===== src/sdrif_pkg.sv =====
package sdrif_pkg;

   // ---------------------------------------------------------------
   // Pin widths
   // ---------------------------------------------------------------
   localparam int ADDR_W    = 14;
   localparam int BANK_W    = 3;
   localparam int LANES     = 2;
   localparam int LANE_W    = 8;
   localparam int DQ_W      = LANES * LANE_W;
   localparam int MEM_DEPTH = 16;
   localparam int BURST_LEN = 4;

   // ---------------------------------------------------------------
   // Register port map (byte offsets)
   // ---------------------------------------------------------------
   localparam int          REG_AW     = 5;
   localparam int          REG_DW     = 16;
   localparam logic [4:0]  REG_CTRL   = 5'h00;
   localparam logic [4:0]  REG_MODE   = 5'h04;
   localparam logic [4:0]  REG_EXT1   = 5'h08;
   localparam logic [4:0]  REG_EXT2   = 5'h0C;
   localparam logic [4:0]  REG_EXT3   = 5'h10;
   localparam logic [4:0]  REG_BANKS  = 5'h14;
   localparam logic [4:0]  REG_STATUS = 5'h18;
   localparam logic [4:0]  REG_DROPS  = 5'h1C;
   localparam logic [15:0] CTRL_RESET = 16'h0001;
   localparam logic [15:0] MODE_RESET = 16'h0000;
   localparam int          CTRL_WORD_WIDE_BIT = 0;

   // ---------------------------------------------------------------
   // Field positions on the address pins
   // ---------------------------------------------------------------
   localparam int SINGLE_ENDED_BIT  = 10;
   localparam int READ_STROBE_BIT   = 11;
   localparam int PRECHARGE_ALL_BIT = 10;
   localparam int AUTO_PRECHARGE_BIT = 10;
   localparam logic [1:0] SEL_BASE = 2'h0;
   localparam logic [1:0] SEL_EXT1 = 2'h1;
   localparam logic [1:0] SEL_EXT2 = 2'h2;
   localparam logic [1:0] SEL_EXT3 = 2'h3;

   // ---------------------------------------------------------------
   // Timing
   // ---------------------------------------------------------------
   localparam int CLK_PERIOD_NS = 8;
   localparam int READ_LAT_NS   = 24;
   localparam int READ_LAT_CYC  = (READ_LAT_NS + CLK_PERIOD_NS - 1) / CLK_PERIOD_NS;

   // Command code is {row strobe, column strobe, write enable}, all low active
   typedef enum logic [2:0] {
      CMD_LOAD      = 3'h0,
      CMD_REFRESH   = 3'h1,
      CMD_PRECHARGE = 3'h2,
      CMD_ACTIVATE  = 3'h3,
      CMD_WRITE     = 3'h4,
      CMD_READ      = 3'h5,
      CMD_TERMINATE = 3'h6,
      CMD_NOP       = 3'h7
   } sdrif_cmd_e;

   typedef enum logic [3:0] {
      ST_IDLE    = 4'b0001,
      ST_WRITE   = 4'b0010,
      ST_RD_WAIT = 4'b0100,
      ST_READ    = 4'b1000
   } sdrif_state_e;

   typedef struct packed {
      logic              csN;
      logic              rasN;
      logic              casN;
      logic              weN;
      logic [BANK_W-1:0] bankSelect;
      logic [ADDR_W-1:0] addr;
   } sdrif_cmd_s;

   typedef struct packed {
      logic [DQ_W-1:0]  dq;
      logic [LANES-1:0] strobe;
      logic [LANES-1:0] writeMask;
   } sdrif_data_s;

endpackage : sdrif_pkg


===== src/sdrif_sync.sv =====
`timescale 1ns/1ps
`default_nettype none

module sdrif_sync #(
   parameter int W = 1
) (
   input  wire logic         clk,   // Core clock
   input  wire logic         rstn,  // Synchronous reset, low active
   input  wire logic [W-1:0] d,     // Asynchronous pin levels
   output logic      [W-1:0] q      // Levels safe for core logic
);

   logic [W-1:0] meta_q;

   // ---------------------------------------------------------------
   // Two-stage synchroniser
   // ---------------------------------------------------------------
   // First stage feeds only the second stage
   always_ff @(posedge clk) begin
      if (!rstn) begin
         meta_q <= '0;
         q      <= '0;
      end else begin
         meta_q <= d;
         q      <= meta_q;
      end
   end

endmodule : sdrif_sync

`default_nettype wire


===== src/sdrif_dev.sv =====
// Added by the designer: the placing of the registers and the address-and-strobe port.
`timescale 1ns/1ps
`default_nettype none

module sdrif_dev
   import sdrif_pkg::*;
#(
   parameter int DEPTH   = sdrif_pkg::MEM_DEPTH,
   parameter int BURST   = sdrif_pkg::BURST_LEN,
   parameter int RD_LAT  = sdrif_pkg::READ_LAT_CYC
) (
   input  wire logic                          clk,            // Core clock, 125 MHz
   input  wire logic                          rstn,           // Synchronous reset, low active
   input  wire logic [sdrif_pkg::REG_AW-1:0]  regAddr,        // Register address
   input  wire logic [sdrif_pkg::REG_DW-1:0]  regWrData,      // Register write data
   input  wire logic                          regWr,          // Register write strobe
   input  wire logic                          regRd,          // Register read strobe
   output logic      [sdrif_pkg::REG_DW-1:0]  regRdData,      // Read data, cycle after strobe
   input  wire sdrif_pkg::sdrif_cmd_s         cmdPins,        // Command and address pins
   input  wire sdrif_pkg::sdrif_data_s        dataPins,       // Data, strobe and mask pins in
   output logic      [sdrif_pkg::DQ_W-1:0]    dqOut,          // Read data to pins
   output logic      [sdrif_pkg::LANES-1:0]   dqOe,           // Data drive enable per byte
   output logic      [sdrif_pkg::LANES-1:0]   strobeOut,      // True strobe per byte
   output logic      [sdrif_pkg::LANES-1:0]   strobeNOut,     // Complementary strobe
   output logic      [sdrif_pkg::LANES-1:0]   strobeOe,       // True strobe drive enable
   output logic      [sdrif_pkg::LANES-1:0]   strobeNOe,      // Complementary drive enable
   output logic                               readStrobeOut,  // Read strobe on mask pin
   output logic                               readStrobeNOut, // Its complement
   output logic                               readStrobeOe,   // Read strobe drive enable
   output logic                               readStrobeNOe   // Complement drive enable
);
   import sdrif_pkg::*;

   localparam int IDX_W = $clog2(DEPTH);
   localparam int CNT_W = $clog2(BURST + 1);
   localparam int LAT_W = $clog2(RD_LAT + 1);

   // ---------------------------------------------------------------
   // Pin synchronisers
   // ---------------------------------------------------------------
   sdrif_cmd_s  cmdS;
   sdrif_data_s dataS;
   logic [LANES-1:0] strobeP_q;

   sdrif_sync #(.W($bits(sdrif_cmd_s))) u_cmd_sync (
      .clk  (clk),
      .rstn (rstn),
      .d    (cmdPins),
      .q    (cmdS)
   );

   sdrif_sync #(.W($bits(sdrif_data_s))) u_data_sync (
      .clk  (clk),
      .rstn (rstn),
      .d    (dataPins),
      .q    (dataS)
   );

   // ---------------------------------------------------------------
   // Command decode
   // ---------------------------------------------------------------
   function automatic sdrif_cmd_e decodeCmd(input sdrif_cmd_s c);
      if (c.csN) begin
         decodeCmd = CMD_NOP;
      end else begin
         decodeCmd = sdrif_cmd_e'({c.rasN, c.casN, c.weN});
      end
   endfunction : decodeCmd

   sdrif_cmd_e cmd;
   assign cmd = decodeCmd(cmdS);

   // ---------------------------------------------------------------
   // Registers
   // ---------------------------------------------------------------
   logic [REG_DW-1:0]  ctrl_q;
   logic [ADDR_W-1:0]  mode_q;
   logic [ADDR_W-1:0]  ext1_q;
   logic [ADDR_W-1:0]  ext2_q;
   logic [ADDR_W-1:0]  ext3_q;
   logic [7:0]         bankOpen_q;
   logic [REG_DW-1:0]  drops_q;
   sdrif_state_e       state_q;
   logic               wordWide;
   logic               singleEnded;
   logic               readStrobeMode;
   logic               maskActive;

   assign wordWide       = ctrl_q[CTRL_WORD_WIDE_BIT];
   assign singleEnded    = ext1_q[SINGLE_ENDED_BIT];
   assign readStrobeMode = !wordWide && ext1_q[READ_STROBE_BIT];
   assign maskActive     = !readStrobeMode;

   // Software owns the width strap; everything else is read-only
   always_ff @(posedge clk) begin
      if (!rstn) begin
         ctrl_q <= CTRL_RESET;
      end else if (regWr && regAddr == REG_CTRL) begin
         ctrl_q <= regWrData;
      end
   end

   // Read port answers one cycle after the strobe, zero elsewhere
   always_ff @(posedge clk) begin
      if (!rstn) begin
         regRdData <= '0;
      end else if (regRd) begin
         case (regAddr)
            REG_CTRL:   regRdData <= ctrl_q;
            REG_MODE:   regRdData <= REG_DW'(mode_q);
            REG_EXT1:   regRdData <= REG_DW'(ext1_q);
            REG_EXT2:   regRdData <= REG_DW'(ext2_q);
            REG_EXT3:   regRdData <= REG_DW'(ext3_q);
            REG_BANKS:  regRdData <= REG_DW'(bankOpen_q);
            REG_STATUS: regRdData <= REG_DW'(state_q);
            REG_DROPS:  regRdData <= drops_q;
            default:    regRdData <= '0;
         endcase
      end else begin
         regRdData <= '0;
      end
   end

   // Mode register load: bank select picks target, address is op-code
   always_ff @(posedge clk) begin
      if (!rstn) begin
         mode_q <= ADDR_W'(MODE_RESET);
         ext1_q <= ADDR_W'(MODE_RESET);
         ext2_q <= ADDR_W'(MODE_RESET);
         ext3_q <= ADDR_W'(MODE_RESET);
      end else if (cmd == CMD_LOAD && state_q == ST_IDLE) begin
         case (cmdS.bankSelect[1:0])
            SEL_BASE: mode_q <= cmdS.addr;
            SEL_EXT1: ext1_q <= cmdS.addr;
            SEL_EXT2: ext2_q <= cmdS.addr;
            SEL_EXT3: ext3_q <= cmdS.addr;
            default:  mode_q <= mode_q;
         endcase
      end
   end

   // ---------------------------------------------------------------
   // Bank state
   // ---------------------------------------------------------------
   // Auto-precharge closes the bank at command time; real row timing
   // is outside this block
   always_ff @(posedge clk) begin
      if (!rstn) begin
         bankOpen_q <= '0;
      end else begin
         case (cmd)
            CMD_ACTIVATE: bankOpen_q[cmdS.bankSelect] <= 1'b1;
            CMD_PRECHARGE: begin
               if (cmdS.addr[PRECHARGE_ALL_BIT]) begin
                  bankOpen_q <= '0;
               end else begin
                  bankOpen_q[cmdS.bankSelect] <= 1'b0;
               end
            end
            CMD_READ, CMD_WRITE: begin
               if (cmdS.addr[AUTO_PRECHARGE_BIT]) begin
                  bankOpen_q[cmdS.bankSelect] <= 1'b0;
               end
            end
            default: bankOpen_q <= bankOpen_q;
         endcase
      end
   end

   // ---------------------------------------------------------------
   // Burst sequencer
   // ---------------------------------------------------------------
   logic [IDX_W-1:0]  colBase_q;
   logic [LAT_W-1:0]  latCnt_q;
   logic [CNT_W-1:0]  rdBeat_q;
   logic [LANES-1:0]  laneDone;
   logic [LANES-1:0]  laneUsed;
   logic [LANES-1:0]  dropBeat;

   assign laneUsed = {wordWide, 1'b1};

   // Column taken with the command; bank only gates acceptance
   always_ff @(posedge clk) begin
      if (!rstn) begin
         state_q   <= ST_IDLE;
         colBase_q <= '0;
         latCnt_q  <= '0;
         rdBeat_q  <= '0;
      end else begin
         case (state_q)
            ST_IDLE: begin
               if (cmd == CMD_WRITE && bankOpen_q[cmdS.bankSelect]) begin
                  colBase_q <= cmdS.addr[IDX_W-1:0];
                  state_q   <= ST_WRITE;
               end else if (cmd == CMD_READ && bankOpen_q[cmdS.bankSelect]) begin
                  colBase_q <= cmdS.addr[IDX_W-1:0];
                  latCnt_q  <= '0;
                  state_q   <= ST_RD_WAIT;
               end
            end
            ST_WRITE: begin
               if ((laneDone & laneUsed) == laneUsed) begin
                  state_q <= ST_IDLE;
               end
            end
            ST_RD_WAIT: begin
               if (latCnt_q == LAT_W'(RD_LAT - 1)) begin
                  rdBeat_q <= '0;
                  state_q  <= ST_READ;
               end else begin
                  latCnt_q <= latCnt_q + 1'b1;
               end
            end
            ST_READ: begin
               if (rdBeat_q == CNT_W'(BURST - 1)) begin
                  state_q <= ST_IDLE;
               end
               rdBeat_q <= rdBeat_q + 1'b1;
            end
            default: state_q <= ST_IDLE;
         endcase
      end
   end

   // ---------------------------------------------------------------
   // Write capture, one lane per byte strobe
   // ---------------------------------------------------------------
   logic [LANE_W-1:0] mem_q [LANES][DEPTH];

   always_ff @(posedge clk) begin
      if (!rstn) begin
         strobeP_q <= '0;
      end else begin
         strobeP_q <= dataS.strobe;
      end
   end

   genvar g;
   generate
      for (g = 0; g < LANES; g++) begin : g_lane
         logic [CNT_W-1:0] beat_q;
         logic             strobeEdge;

         // Both edges of the strobe carry a beat
         assign strobeEdge  = strobeP_q[g] ^ dataS.strobe[g];
         assign laneDone[g] = (beat_q == CNT_W'(BURST));
         assign dropBeat[g] = state_q == ST_WRITE && !laneDone[g] && strobeEdge
                              && laneUsed[g] && maskActive && dataS.writeMask[g];

         always_ff @(posedge clk) begin
            if (!rstn) begin
               beat_q <= '0;
            end else if (state_q != ST_WRITE) begin
               beat_q <= '0;
            end else if (strobeEdge && !laneDone[g]) begin
               beat_q <= beat_q + 1'b1;
            end
         end

         // Storage has no reset; contents are undefined until written
         always_ff @(posedge clk) begin
            if (state_q == ST_WRITE && strobeEdge && !laneDone[g] && laneUsed[g]) begin
               if (!(maskActive && dataS.writeMask[g])) begin
                  mem_q[g][colBase_q + IDX_W'(beat_q)] <= dataS.dq[g*LANE_W +: LANE_W];
               end
            end
         end
      end
   endgenerate

   // Count of discarded beats, visible to software
   always_ff @(posedge clk) begin
      if (!rstn) begin
         drops_q <= '0;
      end else begin
         drops_q <= drops_q + REG_DW'(dropBeat[0]) + REG_DW'(dropBeat[1]);
      end
   end

   // ---------------------------------------------------------------
   // Read drive
   // ---------------------------------------------------------------
   // Data and strobe change on the same edge so the strobe stays
   // edge-aligned; the controller must shift it into the data eye.
   // Reset and idle share one branch so the pins release alike
   always_ff @(posedge clk) begin
      if (rstn && state_q == ST_READ) begin
         for (int l = 0; l < LANES; l++) begin
            dqOut[l*LANE_W +: LANE_W] <= mem_q[l][colBase_q + IDX_W'(rdBeat_q)];
         end
         dqOe           <= laneUsed;
         strobeOut      <= laneUsed & ~strobeOut;
         strobeNOut     <= ~(laneUsed & ~strobeOut);
         strobeOe       <= laneUsed;
         strobeNOe      <= singleEnded ? '0 : laneUsed;
         readStrobeOut  <= readStrobeMode & ~readStrobeOut;
         readStrobeNOut <= ~(readStrobeMode & ~readStrobeOut);
         readStrobeOe   <= readStrobeMode;
         readStrobeNOe  <= readStrobeMode && !singleEnded;
      end else begin
         dqOut          <= '0;
         dqOe           <= '0;
         strobeOut      <= '0;
         strobeNOut     <= '1;
         strobeOe       <= '0;
         strobeNOe      <= '0;
         readStrobeOut  <= 1'b0;
         readStrobeNOut <= 1'b1;
         readStrobeOe   <= 1'b0;
         readStrobeNOe  <= 1'b0;
      end
   end

endmodule : sdrif_dev

`default_nettype wire


===== config.mk =====
export PLATFORM = sky130hd
export DESIGN_NAME = sdrif_dev
export DESIGN_NICKNAME = d
export VERILOG_FILES = /design/src/sdrif_pkg.sv /design/src/sdrif_sync.sv /design/src/sdrif_dev.sv
export SDC_FILE = /design/constraint.sdc
export NUM_CORES = 1
export LEC_CHECK = 0
export BUFFER_PORTS_ARGS = -buffer_cell sky130_fd_sc_hd__buf_4
export CAP_MARGIN = 30
export CORE_MARGIN = 3
export CORE_UTILIZATION = 50
export CTS_CLUSTER_SIZE = 20
export DETAILED_ROUTE_END_ITERATION = 6
export PLACE_DENSITY = 0.68
export SETUP_SLACK_MARGIN = 0.5
export SLEW_MARGIN = 25
export SYNTH_ARGS = -nofsm -noshare
export SYNTH_HDL_FRONTEND = slang
export SYNTH_SLANG_ARGS = --single-unit

===== constraint.sdc =====
create_clock -name clk -period 3.02 [get_ports clk]
set_clock_uncertainty 0.05 [all_clocks]
set_input_delay 0.906 -clock clk [delete_from_list [all_inputs] [get_ports clk]]
set_output_delay 0.906 -clock clk [all_outputs]
set_load 0.03 [all_outputs]

==> out/metrics.yaml <==
status: "completed"
drv_slew: 0
p_leak_nw: 8.46
grt_pass1_vias: 11400
cts_tree: "yes"
comb_power_share_pct: 2.3
syn_area_mm2: 0.0190
cap_violations: 0
area_growth_pct: 19.1
start_kind: "register"
power_frac_seq_pct: 51.6
synth_ff_type: "edfxtp_1"
portBuffers: 111
r2r_end: "dqOut[5]$_SDFF_PN0_"
place.gp.congestion: 0.789
antenna_cells: 0
hold_slack_ns: 0.381
critical_path_class: "reg -> reg"
finalHoldViolations: 0
track_usage_pct: 20.0
ys_types: 58
synth_largest_area_cell: "edfxtp_1"
syn_nets: 1455
ctsHtreeMaxLevel: 2
top_layer: "met4"
critPathCapture: "dqOut[5]$_SDFF_PN0_"
rows: 70
routed-wl-met2_um: 20500
wl_met3_um: 1990
synthArstFlopShare_pct: 0
dp.final_hpwl_um: 26100
synth_most_common_cell: "edfxtp_1"
drtAntennaViolNets: 0
setup_viol: 0
tns_ns: 0
crit_start: "rdBeat_q[0]$_SDFFE_PN0P_"
p_switching_mw: 2.81
worstReg2RegStart: "rdBeat_q[0]$_SDFFE_PN0P_"
min_period_ns: 2.43
fin_ws_ns: 0.589
yosys-top-cells-area: "edfxtp_1, dfxtp_1, mux4_2, mux2i_1, and2_1"
synth_edf_count: 256
nets: 1607
core_area_mm2: 0.0370
start_util_pct: 51.2
peakVddDrop_v: 0.000492
vias: 11200
synth_common_cells: "edfxtp_1, dfxtp_1, nor2_1, nand2_1, mux2i_1"
max_freq_ghz: 0.411
ys_seq_area_share_pct: 66.2
grt_setup_unrepaired: "true"
clk_latency_ns: 0.58
fin_area_mm2: 0.0226
cp.required_ns: 3.41
r2r_cells: 8
drive_gt1_share_pct: 23.8
place_ws_ns: 0.222
netlist_instances: 1368
drt_pass1_iterations: 7
die_y_um: 201
p_per_area_mw_per_mm2: 621
r2r_slack_ns: 0.59
cts_buffer_depth: 3
fill_cells: 2806
numCtsBuffers: 50
cp_data_arrival_time_ns: 2.82
ios: 112
synth-seq-cells: 499
routedWlPerCell_um: 19.8
grt_antenna_before_repair: 0
relSlewSlack_pct: 53.6
gr-total-overflow: 0
worstPathMaxFanout: 15
m1WireLength_um: 17200
cp-end-kind: "register"
fin_crit_sh_pct: 80.5
post_dp_cell_area_mm2: 0.0206
dieArea_mm2: 0.0403
grt_max_degree: 110
dieWidth_um: 201
drt_iter0_drc: 771
internal_power_mw: 11.2
tightest_slew_ns: 0.690
path_clk_slew_ns: 0.06
syn_avg_cell_area_um2: 13.9
sw_frac_of_total_pct: 20.1
grt_pass1_wl_um: 63600
clock-root-buffer: "clkbuf_16"
clockPowerShare_pct: 46.0
fin_util_pct: 61.0
wl_um: 40800
hold_class: "reg -> reg"
viasPerCell: 5.44
hold_buffers: 0
ys_warn_count: 0
synth_top_area_share_pct: 40.5
drc_errors: 0
cts.sinks: 499
[cell families (layout without fill, tap and decap cells)]
group                      after synthesis  after routing  synth area share (%)
DFF                                    499            499                  66.2
AOI/OAI and AO/OA                      147            147                  4.73
buffers and inverters                   93            284                  2.10
muxes                                  169            169                  13.4
xor gates and xnor gates                27             27                  1.25
and+or+nand+nor                        412            412                  10.8
adders and majority gates               21             21                  1.54
[cells in the final DEF (no fill, tap or decap), types with 4 or more instances in the layout]
cell	Yosys	final
inv_1	18	16
mux2_2	6	6
inv_4	0	4
buf_4	2	165
and2_1	89	89
a21oi_1	58	56
edfxtp_1	256	256
a32oi_1	5	5
nor2_1	121	117
nand3_1	34	34
mux4_2	68	68
o22ai_1	17	17
xnor2_1	16	15
nand2_1	101	99
nor3_1	8	6
nand4_1	4	4
or3_1	6	6
nor2b_1	8	8
nand3b_1	7	7
o21ai_0	29	29
clkbuf_1	51	7
and3_1	6	6
mux2i_1	95	94
dfxtp_1	243	237
clkbuf_16	0	57
ha_1	17	14
a22oi_1	12	12
nor2_2	0	4
a21o_1	5	5
bufinv_16	0	4
o221a_2	4	4
nand2b_1	10	10
xor2_1	11	11
clkbuf_8	0	8
buf_12	0	8
clkinv_2	0	7
[power by group through the flow]
stage	Sequential [mW]	Combinational [mW]	Clock [mW]
5_1_grt	7.25	0.358	6.87
3_3_place_gp	7.38	0.318	0
3_5_place_dp	7.39	0.321	0
2_1_floorplan	7.35	0.198	0
4_1_cts	7.24	0.326	6.59
6_report	7.24	0.327	6.46
[worst min path at each step]
| stage | startpoint | end | slack (ns) | cells after the start |
|---|---|---|---|---|
| 3_3_place_gp | u_data_sync.meta_q[12]$_SDFF_PN0_ | u_data_sync.q[12]$_SDFF_PN0_ | 0.36 | 1 |
| 3_5_place_dp | u_data_sync.meta_q[14]$_SDFF_PN0_ | u_data_sync.q[14]$_SDFF_PN0_ | 0.37 | 1 |
| 2_1_floorplan | u_cmd_sync.meta_q[0]$_SDFF_PN0_ | u_cmd_sync.q[0]$_SDFF_PN0_ | 0.36 | 1 |
| 5_1_grt | u_data_sync.meta_q[13]$_SDFF_PN0_ | u_data_sync.q[13]$_SDFF_PN0_ | 0.39 | 1 |
| 4_1_cts | u_data_sync.meta_q[14]$_SDFF_PN0_ | u_data_sync.q[14]$_SDFF_PN0_ | 0.38 | 1 |
| 6_report | u_data_sync.meta_q[14]$_SDFF_PN0_ | u_data_sync.q[14]$_SDFF_PN0_ | 0.38 | 1 |
[per-stage QoR]
stage               power, mW  std cells
floorplan                7.54       1368
global placement         7.70       1963
detailed placement       7.71       1963
CTS                      14.2       2057
global route             14.5       2063
finish                   14.0       2063
[layout make-up]
class                   instances  area (um^2)  area share, %
clock inverters                20          220          0.975
inverters                      19         71.3          0.316
flip-flops and latches        499        12600           55.6
well taps                     504          631           2.79
clock buffers                  71         1540           6.81
multi-input cells             776         6140           27.2
repair buffers                174         1420           6.30
[state kept, by name, summed over array words and instances (netlist names), 3 cells and up]
signal / count
ext2_q: 14
mem_q: 256
dqOut: 16
state_q: 4
u_data_sync.meta_q: 20
u_cmd_sync.meta_q: 21
ext1_q: 14
regRdData: 16
drops_q: 16
u_cmd_sync.q: 21
rdBeat_q: 3
colBase_q: 4
u_data_sync.q: 20
g_lane.beat_q: 6
bankOpen_q: 8
mode_q: 14
ctrl_q: 16
ext3_q: 14
[worst max-delay path, cell delays in order (launching register included)]
cell,delay [ns]
dfxtp_1,0.41
ha_4,0.16
inv_1,0.05
fa_2,0.67
buf_12,0.14
clkbuf_16,0.18
mux4_2,0.33
mux2i_1,0.21
o22ai_1,0.11
[repair_timing]
action / CTS / global route
endpoints found under the setup margin: 50 / 56
gates cloned: 0 / 1
buffers inserted: 3 / 5
resized for setup: 9 / 20
pin swaps: 3 / 7
[per-layer routing]
metal / vias to the layer above / global-route usage [%]
li1: 5285 / -
met1: 5608 / 26.6
met2: 264 / 33.3
met3: 67 / 4.01
met4: 0 / 6.30
met5: - / 0
No activity file was read; power rests on OpenSTA's default activity.
